File: src/idm_pkg.sv
// Shared constants, types and helpers for the internal data memory decoder
package idm_pkg;

    // Special function space addresses held inside this block
    localparam logic [7:0] ADDR_SP          = 8'h81;
    localparam logic [7:0] ADDR_PSW         = 8'hD0;
    localparam logic [7:0] ADDR_ACC         = 8'hE0;
    localparam logic [7:0] ADDR_B           = 8'hF0;

    // Values after reset
    localparam logic [7:0] RESET_SP         = 8'h07;
    localparam logic [7:0] RESET_PSW        = 8'h00;
    localparam logic [7:0] RESET_ACC        = 8'h00;
    localparam logic [7:0] RESET_B          = 8'h00;

    // Memory layout
    localparam int         RAM_DEPTH        = 256;
    localparam logic [7:0] DIRECT_RAM_TOP   = 8'h7F;
    localparam logic [7:0] BIT_AREA_BASE    = 8'h20;
    localparam int         BANK_SEL_LOW_POS = 3;
    localparam int         BANK_SEL_HI_POS  = 4;

    typedef enum logic [1:0] {
        SPACE_RAM,
        SPACE_LOCAL,
        SPACE_EXT
    } space_e;

    typedef enum logic [1:0] {
        ST_IDLE,
        ST_PTR,
        ST_ACCESS,
        ST_READ
    } state_e;

    typedef struct packed {
        state_e     state;
        logic [7:0] sp;
        logic [7:0] program_status_word;
        logic [7:0] acc;
        logic [7:0] b;
        logic [7:0] tgt;
        logic [2:0] pos;
        space_e     space;
        logic       isbit;
        logic       wr;
        logic       wbit;
        logic [7:0] wdata;
        logic       busy;
        logic       ack;
        logic [7:0] rdata;
        logic       rbit;
        logic       sfr_req;
        logic       sfr_wr;
        logic [7:0] sfr_addr;
        logic [7:0] sfr_wdata;
    } state_s;

    // Byte address that holds a given bit address
    function automatic logic [7:0] bit_byte(input logic [7:0] bit_addr);
        if (bit_addr <= DIRECT_RAM_TOP) begin
            bit_byte = 8'(BIT_AREA_BASE + {4'h0, bit_addr[6:3]});
        end else begin
            bit_byte = {bit_addr[7:3], 3'b000};
        end
    endfunction : bit_byte

    // Space reached by a direct address
    function automatic space_e direct_space(input logic [7:0] addr);
        if (addr <= DIRECT_RAM_TOP) begin
            direct_space = SPACE_RAM;
        end else if (addr == ADDR_SP || addr == ADDR_PSW ||
                     addr == ADDR_ACC || addr == ADDR_B) begin
            direct_space = SPACE_LOCAL;
        end else begin
            direct_space = SPACE_EXT;
        end
    endfunction : direct_space

endpackage : idm_pkg

File: src/data_ram_256.sv
// Byte-wide RAM of the whole data memory with one synchronous port
`timescale 1ns/100ps
module data_ram_256 (
    input  wire logic       clk_i,
    input  wire logic       nrst_i,
    input  wire logic       we_i,
    input  wire logic [7:0] addr_i,
    input  wire logic [7:0] wdata_i,
    output logic      [7:0] rdata_o
);

    logic [7:0] mem [idm_pkg::RAM_DEPTH];

    // Storage has no reset, as a real RAM; only the read register is cleared
    always_ff @(posedge clk_i) begin
        if (we_i) begin
            mem[addr_i] <= wdata_i;
        end
        if (!nrst_i) begin
            rdata_o <= 8'h00;
        end else begin
            rdata_o <= mem[addr_i];
        end
    end

endmodule : data_ram_256

File: src/internal_data_memory_decoder.sv
// Internal data memory with address decoding, register banks and stack pointer
`timescale 1ns/100ps
module internal_data_memory_decoder (
    input  wire logic       clk_i,
    input  wire logic       nrst_i,
    input  wire logic       req_i,
    input  wire logic       wr_i,
    input  wire logic       indirect_i,
    input  wire logic       bit_i,
    input  wire logic       ptr_sel_i,
    input  wire logic [7:0] addr_i,
    input  wire logic [7:0] wdata_i,
    input  wire logic       wbit_i,
    input  wire logic       push_i,
    input  wire logic       pop_i,
    input  wire logic [7:0] sfr_rdata_i,
    output logic            ack_o,
    output logic      [7:0] rdata_o,
    output logic            rbit_o,
    output logic            busy_o,
    output logic            sfr_req_o,
    output logic            sfr_wr_o,
    output logic      [7:0] sfr_addr_o,
    output logic      [7:0] sfr_wdata_o,
    output logic      [7:0] stack_top_pointer_o,
    output logic      [7:0] program_status_word_o,
    output logic      [7:0] accumulator_reg_o,
    output logic      [7:0] b_reg_o,
    output logic      [1:0] bank_o
);

    localparam idm_pkg::state_s RESET_ST = '{
        state:     idm_pkg::ST_IDLE,
        sp:        idm_pkg::RESET_SP,
        program_status_word:       idm_pkg::RESET_PSW,
        acc:       idm_pkg::RESET_ACC,
        b:         idm_pkg::RESET_B,
        tgt:       8'h00,
        pos:       3'h0,
        space:     idm_pkg::SPACE_RAM,
        isbit:     1'b0,
        wr:        1'b0,
        wbit:      1'b0,
        wdata:     8'h00,
        busy:      1'b0,
        ack:       1'b0,
        rdata:     8'h00,
        rbit:      1'b0,
        sfr_req:   1'b0,
        sfr_wr:    1'b0,
        sfr_addr:  8'h00,
        sfr_wdata: 8'h00
    };

    idm_pkg::state_s st;
    idm_pkg::state_s next_st;

    logic       ram_we;
    logic [7:0] ram_addr;
    logic [7:0] ram_wdata;
    logic [7:0] ram_rdata;
    logic       do_wr;
    logic       do_rd;
    logic [7:0] wr_val;
    logic [7:0] rd_val;
    logic [1:0] bank;
    logic [7:0] bit_tgt;

    // One RAM for all 256 bytes; special registers are kept elsewhere
    data_ram_256 u_ram (
        .clk_i   (clk_i),
        .nrst_i  (nrst_i),
        .we_i    (ram_we),
        .addr_i  (ram_addr),
        .wdata_i (ram_wdata),
        .rdata_o (ram_rdata)
    );

    // Active bank from the two bank-select bits of the status word
    assign bank = {st.program_status_word[idm_pkg::BANK_SEL_HI_POS],
                   st.program_status_word[idm_pkg::BANK_SEL_LOW_POS]};
    assign bit_tgt = idm_pkg::bit_byte(addr_i);

    // Byte seen by the second phase of a read, from the space it lives in
    always_comb begin
        case (st.space)
            idm_pkg::SPACE_RAM: begin
                rd_val = ram_rdata;
            end
            idm_pkg::SPACE_EXT: begin
                rd_val = sfr_rdata_i;
            end
            default: begin
                case (st.tgt)
                    idm_pkg::ADDR_SP:  rd_val = st.sp;
                    idm_pkg::ADDR_PSW: rd_val = st.program_status_word;
                    idm_pkg::ADDR_ACC: rd_val = st.acc;
                    idm_pkg::ADDR_B:   rd_val = st.b;
                    default:           rd_val = 8'h00;
                endcase
            end
        endcase
    end

    // Sequencer: push beats pop beats a plain access; one job at a time
    always_comb begin
        next_st = st;
        ram_we = 1'b0;
        ram_addr = 8'h00;
        ram_wdata = 8'h00;
        do_wr = 1'b0;
        do_rd = 1'b0;
        wr_val = 8'h00;
        next_st.ack = 1'b0;
        next_st.sfr_req = 1'b0;
        next_st.sfr_wr = 1'b0;
        case (st.state)
            idm_pkg::ST_IDLE: begin
                if (push_i) begin
                    // Write lands above the last used byte, then pointer moves
                    ram_we = 1'b1;
                    ram_addr = 8'(st.sp + 8'h01);
                    ram_wdata = wdata_i;
                    next_st.sp = 8'(st.sp + 8'h01);
                    next_st.ack = 1'b1;
                end else if (pop_i) begin
                    ram_addr = st.sp;
                    next_st.sp = 8'(st.sp - 8'h01);
                    next_st.space = idm_pkg::SPACE_RAM;
                    next_st.tgt = st.sp;
                    next_st.wr = 1'b0;
                    next_st.isbit = 1'b0;
                    next_st.pos = 3'h0;
                    next_st.busy = 1'b1;
                    next_st.state = idm_pkg::ST_READ;
                end else if (req_i) begin
                    next_st.wr = wr_i;
                    next_st.wbit = wbit_i;
                    next_st.wdata = wdata_i;
                    next_st.isbit = bit_i;
                    next_st.busy = 1'b1;
                    if (bit_i) begin
                        // Bit operands are always direct
                        next_st.tgt = bit_tgt;
                        next_st.pos = addr_i[2:0];
                        next_st.space = idm_pkg::direct_space(bit_tgt);
                        next_st.state = idm_pkg::ST_ACCESS;
                    end else if (indirect_i) begin
                        // Fetch the index register of the active bank first
                        ram_addr = {3'b000, bank, 2'b00, ptr_sel_i};
                        next_st.state = idm_pkg::ST_PTR;
                    end else begin
                        next_st.tgt = addr_i;
                        next_st.pos = 3'h0;
                        next_st.space = idm_pkg::direct_space(addr_i);
                        next_st.state = idm_pkg::ST_ACCESS;
                    end
                end
            end
            idm_pkg::ST_PTR: begin
                // Indirect targets are RAM across the whole range
                next_st.tgt = ram_rdata;
                next_st.space = idm_pkg::SPACE_RAM;
                next_st.state = idm_pkg::ST_ACCESS;
            end
            idm_pkg::ST_ACCESS: begin
                if (st.wr && !st.isbit) begin
                    do_wr = 1'b1;
                    wr_val = st.wdata;
                end else begin
                    // Bit writes read the byte first to keep its other bits
                    do_rd = 1'b1;
                    next_st.state = idm_pkg::ST_READ;
                end
            end
            idm_pkg::ST_READ: begin
                if (st.wr) begin
                    do_wr = 1'b1;
                    wr_val = rd_val;
                    wr_val[st.pos] = st.wbit;
                end else begin
                    next_st.rdata = rd_val;
                    next_st.rbit = rd_val[st.pos];
                    next_st.ack = 1'b1;
                    next_st.busy = 1'b0;
                    next_st.state = idm_pkg::ST_IDLE;
                end
            end
            default: begin
                next_st.busy = 1'b0;
                next_st.state = idm_pkg::ST_IDLE;
            end
        endcase

        // Write to whichever space the target lives in
        if (do_wr) begin
            next_st.ack = 1'b1;
            next_st.busy = 1'b0;
            next_st.state = idm_pkg::ST_IDLE;
            case (st.space)
                idm_pkg::SPACE_RAM: begin
                    ram_we = 1'b1;
                    ram_addr = st.tgt;
                    ram_wdata = wr_val;
                end
                idm_pkg::SPACE_LOCAL: begin
                    case (st.tgt)
                        idm_pkg::ADDR_SP:  next_st.sp = wr_val;
                        idm_pkg::ADDR_PSW: next_st.program_status_word = wr_val;
                        idm_pkg::ADDR_ACC: next_st.acc = wr_val;
                        idm_pkg::ADDR_B:   next_st.b = wr_val;
                        default:           next_st.b = st.b;
                    endcase
                end
                default: begin
                    // Unoccupied addresses are passed on as they are
                    next_st.sfr_req = 1'b1;
                    next_st.sfr_wr = 1'b1;
                    next_st.sfr_addr = st.tgt;
                    next_st.sfr_wdata = wr_val;
                end
            endcase
        end

        // Start a read; local registers need no request
        if (do_rd) begin
            case (st.space)
                idm_pkg::SPACE_RAM: begin
                    ram_addr = st.tgt;
                end
                idm_pkg::SPACE_EXT: begin
                    next_st.sfr_req = 1'b1;
                    next_st.sfr_addr = st.tgt;
                end
                default: begin
                    ram_addr = 8'h00;
                end
            endcase
        end
    end

    // State register with synchronous active-low reset
    always_ff @(posedge clk_i) begin
        if (!nrst_i) begin
            st <= RESET_ST;
        end else begin
            st <= next_st;
        end
    end

    // Outputs straight from the state register
    assign ack_o                 = st.ack;
    assign rdata_o               = st.rdata;
    assign rbit_o                = st.rbit;
    assign busy_o                = st.busy;
    assign sfr_req_o             = st.sfr_req;
    assign sfr_wr_o              = st.sfr_wr;
    assign sfr_addr_o            = st.sfr_addr;
    assign sfr_wdata_o           = st.sfr_wdata;
    assign stack_top_pointer_o   = st.sp;
    assign program_status_word_o = st.program_status_word;
    assign accumulator_reg_o     = st.acc;
    assign b_reg_o               = st.b;
    assign bank_o                = bank; // Bits of st.program_status_word, no logic between

endmodule : internal_data_memory_decoder

File: config.mk
export PLATFORM = sky130hd
export DESIGN_NAME = internal_data_memory_decoder
export DESIGN_NICKNAME = d
export VERILOG_FILES = /design/src/idm_pkg.sv /design/src/data_ram_256.sv /design/src/internal_data_memory_decoder.sv
export SDC_FILE = /design/constraint.sdc
export NUM_CORES = 2
export LEC_CHECK = 0
export ABC_AREA = 1
export BUFFER_PORTS_ARGS = -buffer_cell sky130_fd_sc_hd__buf_2
export CAP_MARGIN = 20
export CELL_PAD_IN_SITES_DETAIL_PLACEMENT = 0
export CELL_PAD_IN_SITES_GLOBAL_PLACEMENT = 1
export CORE_MARGIN = 4
export CORE_UTILIZATION = 40
export CTS_BUF_LIST = sky130_fd_sc_hd__clkbuf_4 sky130_fd_sc_hd__clkbuf_8
export DETAILED_ROUTE_END_ITERATION = 12
export PLACE_DENSITY = 0.67
export SLEW_MARGIN = 40
export SYNTH_ARGS = -nofsm -noshare
export SYNTH_HDL_FRONTEND = slang
export SYNTH_SLANG_ARGS = --single-unit
File: constraint.sdc
create_clock -name clk_i -period 24 [get_ports clk_i]
set_input_delay 1.2 -clock clk_i [delete_from_list [all_inputs] [get_ports clk_i]]
set_output_delay 1.2 -clock clk_i [all_outputs]
set_load 0.02 [all_outputs]
==> results.sh <==
export IMPL_antenna_left=0
export IMPL_viasPerCell=5.35
export IMPL_maxCapViolCount=0
export IMPL_hpwl_um=165000
export IMPL_clockBufferDepth=4
export IMPL_clk_pin_slew_worst_paths_ns=0.06
export IMPL_postSynthAreaPerCell_um2=10.2
export IMPL_worstSetupEndpointType="register"
export IMPL_overflow=0
export IMPL_multi_input_area_um2=26000
export IMPL_syn_area_um2=92400
export IMPL_p_leak_nw=40.2
export IMPL_critPathMaxStageDelay_ns=0.75
export IMPL_slowest_stage="buf_4"
export IMPL_wl_um=292000
export IMPL_slew_violations=0
export IMPL_yosysTopAreaCellShare_pct=66.5
export IMPL_dpl_cell_area_um2=95400
export IMPL_die_area_um2=239000
export IMPL_die_h_um=489
export IMPL_first_iter_violations=6660
export IMPL_cts_made_buffers=378
export IMPL_grt_pass1_wl_um=429000
export IMPL_hold_viol=0
export IMPL_port_buffers=96
export IMPL_netlist_top_cells_area="edfxtp_1 (67%), nand2_1 (16%), nand3_1 (5.9%), dfxtp_1 (2.1%), nor2_1 (1.7%)"
export IMPL_first_global_vias=62800
export IMPL_core_area_um2=230000
export IMPL_cp_top_family="buffers and inverters"
export IMPL_startpoint_type="register"
export IMPL_nFillCells=21800
export IMPL_holdBufCountCts=0
export IMPL_rows=176
export IMPL_worstPathCellList="inv_2, nand2_1, nand3_2, nand2_1, nor2_1, nand2_8, nand2_4, buf_4, buf_4, buf_4, buf_12, nand2_1, a21oi_1, o21ai_1, nand2_1, o21ai_1, nand2_1, nor2_1, nand3_1, nor2_1, nor2_1"
export IMPL_path_buf_inv=5
export IMPL_ys_flop_type="edfxtp_1"
export IMPL_grt_max_degree=172
export IMPL_num_vias=65900
export IMPL_cts_repair_resized=0
export IMPL_drive_gt1_share_pct=10.4
export IMPL_hold_path_class="in2reg"
export IMPL_initial_utilization_pct=40.2
export IMPL_first_pass_iters=6
export IMPL_required_ns=24.95
export IMPL_cts_sinks=2143
export IMPL_ir_drop_v=0.0000993
export IMPL_clock_fmax_mhz=151
export IMPL_critPathMaxFanout=151
export IMPL_syn_nets=9082
export IMPL_tritoncts="yes"
export IMPL_drc=0
export IMPL_rsz0062_at_grt="false"
export IMPL_grtUsageTotal_pct=24.0
export IMPL_synth_edf_count=2048
export IMPL_wl_per_cell_um=23.7
export IMPL_area_growth_pct=11.2
export IMPL_path_common_cell="nand2_1"
export IMPL_slew_headroom_pct=38.5
export IMPL_power_density_nw_per_um2=118
export IMPL_final_nets=9065
export IMPL_tightest_slew_ns=0.922
export IMPL_finalSetupViolCount=0
export IMPL_syn_inst=9041
export IMPL_clk_latency_ns=1.08
export IMPL_ys_ff_latch=2143
export IMPL_outcome="completed"
export IMPL_synthArstFlopShare_pct=0
export IMPL_seqCellArea_um2=63400
export IMPL_cp_data_arrival_time_ns=7.57
export IMPL_yosys_area_top_type="edfxtp_1"
export IMPL_ys_types=53
export IMPL_yosys_warnings=0
export IMPL_h_tree_depth=5
export IMPL_antenna_found_initial=11
export IMPL_die_w_um=489
export IMPL_post_cts_buffers=0
export IMPL_cts_root_buffer="clkbuf_8"
export IMPL_finalInstanceArea_um2=103000
export IMPL_timing_final_crit_period_ns=6.62
export IMPL_ys_seq_area_share_pct=68.6
export IMPL_ios=97
export IMPL_routabilityCongestion=0.866
export IMPL_path_class="reg2reg"
export IMPL_fin_tns_setup_ns=0
export IMPL_rrSetupSlack_ns=17.38
export IMPL_fin_crit_sh_pct=27.6
export IMPL_fin_worst_skew_ns=0.0863
## routing by layer
layer	routed length, µm	GRT usage [%]	vias to the layer above
li1	-	-	30600
met1	127000	34.1	32400
met2	137000	38.1	2413
met3	19700	3.54	411
met4	7790	7.44	2
met5	11	0	-
## final timing paths
check | start | to | cells after the start
max | st[40] | u_ram.rdata_o[2] | 21
min reg2reg | st[39] | st[39] | 2
min | wdata_i[5] | st[34] | 3
max reg2reg | st[40] | u_ram.rdata_o[2] | 21
## synthesized netlist by cell type (9+ instances only)
| master | number |
|---|---|
| nand2_1 | 3926 |
| edfxtp_1 | 2048 |
| nand3_1 | 1088 |
| nor2_1 | 420 |
| a21oi_1 | 254 |
| clkbuf_1 | 245 |
| buf_2 | 234 |
| o21ai_0 | 199 |
| inv_1 | 142 |
| dfxtp_1 | 95 |
| buf_1 | 81 |
| buf_4 | 63 |
| o21ai_1 | 56 |
| nand4_1 | 41 |
| nor3_1 | 13 |
| o211ai_1 | 11 |
| inv_2 | 9 |
| o22ai_1 | 9 |
## tightest hold or removal path: stages
cell and delay, ns:
buf_2 0.10, o21ai_0 0.08, nor2_1 0.08
## sequential cells by signal, indices dropped and copies added (netlist names)
signal,flops
accumulator_reg_o,8
ack_o,1
b_reg_o,8
busy_o,1
program_status_word_o,8
rbit_o,1
rdata_o,8
sfr_addr_o,8
sfr_req_o,1
sfr_wdata_o,8
sfr_wr_o,1
st,26
stack_top_pointer_o,8
u_ram.mem,2048
u_ram.rdata_o,8
## final cells by class
type	count	area share, %
Clock buffer	528	6.28
Clock inverter	114	0.525
Sequential cell	2143	61.7
Timing Repair Buffer	229	1.90
Antenna cell	3	0.00730
Inverter	159	0.589
Multi-Input combinational cell	6113	25.3
Tap cell	3026	3.68
## cells in the final DEF, fill, tap and decap left out, types with 5 or more instances in the layout
cell type	instances
buf_16	10
nand2_4	6
a31oi_1	5
o21a_1	7
o221ai_1	7
dfxtp_1	94
clkinv_1	85
o21ai_4	6
nor2_2	115
nor4_1	7
nand2_1	3910
inv_1	141
a21oi_1	252
inv_2	9
a211oi_1	7
buf_6	25
clkinv_2	31
o21ai_0	186
clkbuf_4	130
nand4_1	41
and2_1	6
buf_12	13
clkbuf_8	398
o21ai_1	63
nor3_1	13
ha_1	7
nand3_1	1088
nor2_1	305
edfxtp_1	2048
buf_2	95
nand2_2	18
o22ai_1	9
o211ai_1	11
buf_4	84
## report_power, final
part           switching, mW  internal [mW]
Sequential            0.0542           4.32
Combinational           3.44           1.10
Clock                   1.48           1.74
Total                   4.98           7.16
## cell families (layout without fill, tap and decap cells)
kind of cell    count (synthesis)  after routing  synth area share [%]
simple gates                 5521           5521                  24.1
flops                        2143           2143                  68.6
buf+inv                       785           1030                  3.79
compound gates                583            583                  3.38
fa+ha+maj                       7              7                0.0947
xor+xnor                        2              2                0.0190
other cells                     0              3                     0
## stage by stage
stage | cells | hold slack, ns | power, mW | worst slack, ns | util [%]
2_1_floorplan | 9041 | 0.444 | 7.34 | 10.09 | -
3_3_place_gp | 11700 | 0.455 | 8.93 | 16.73 | 41.3
3_5_place_dp | 11700 | 0.462 | 8.96 | 16.69 | 41.5
4_1_cts | 12300 | 0.319 | 12.2 | 17.28 | 44.5
5_1_grt | 12300 | 0.380 | 12.8 | 17.02 | 44.7
6_report | 12300 | 0.455 | 12.1 | 17.38 | 44.7
(Power assumes the default switching activity.)
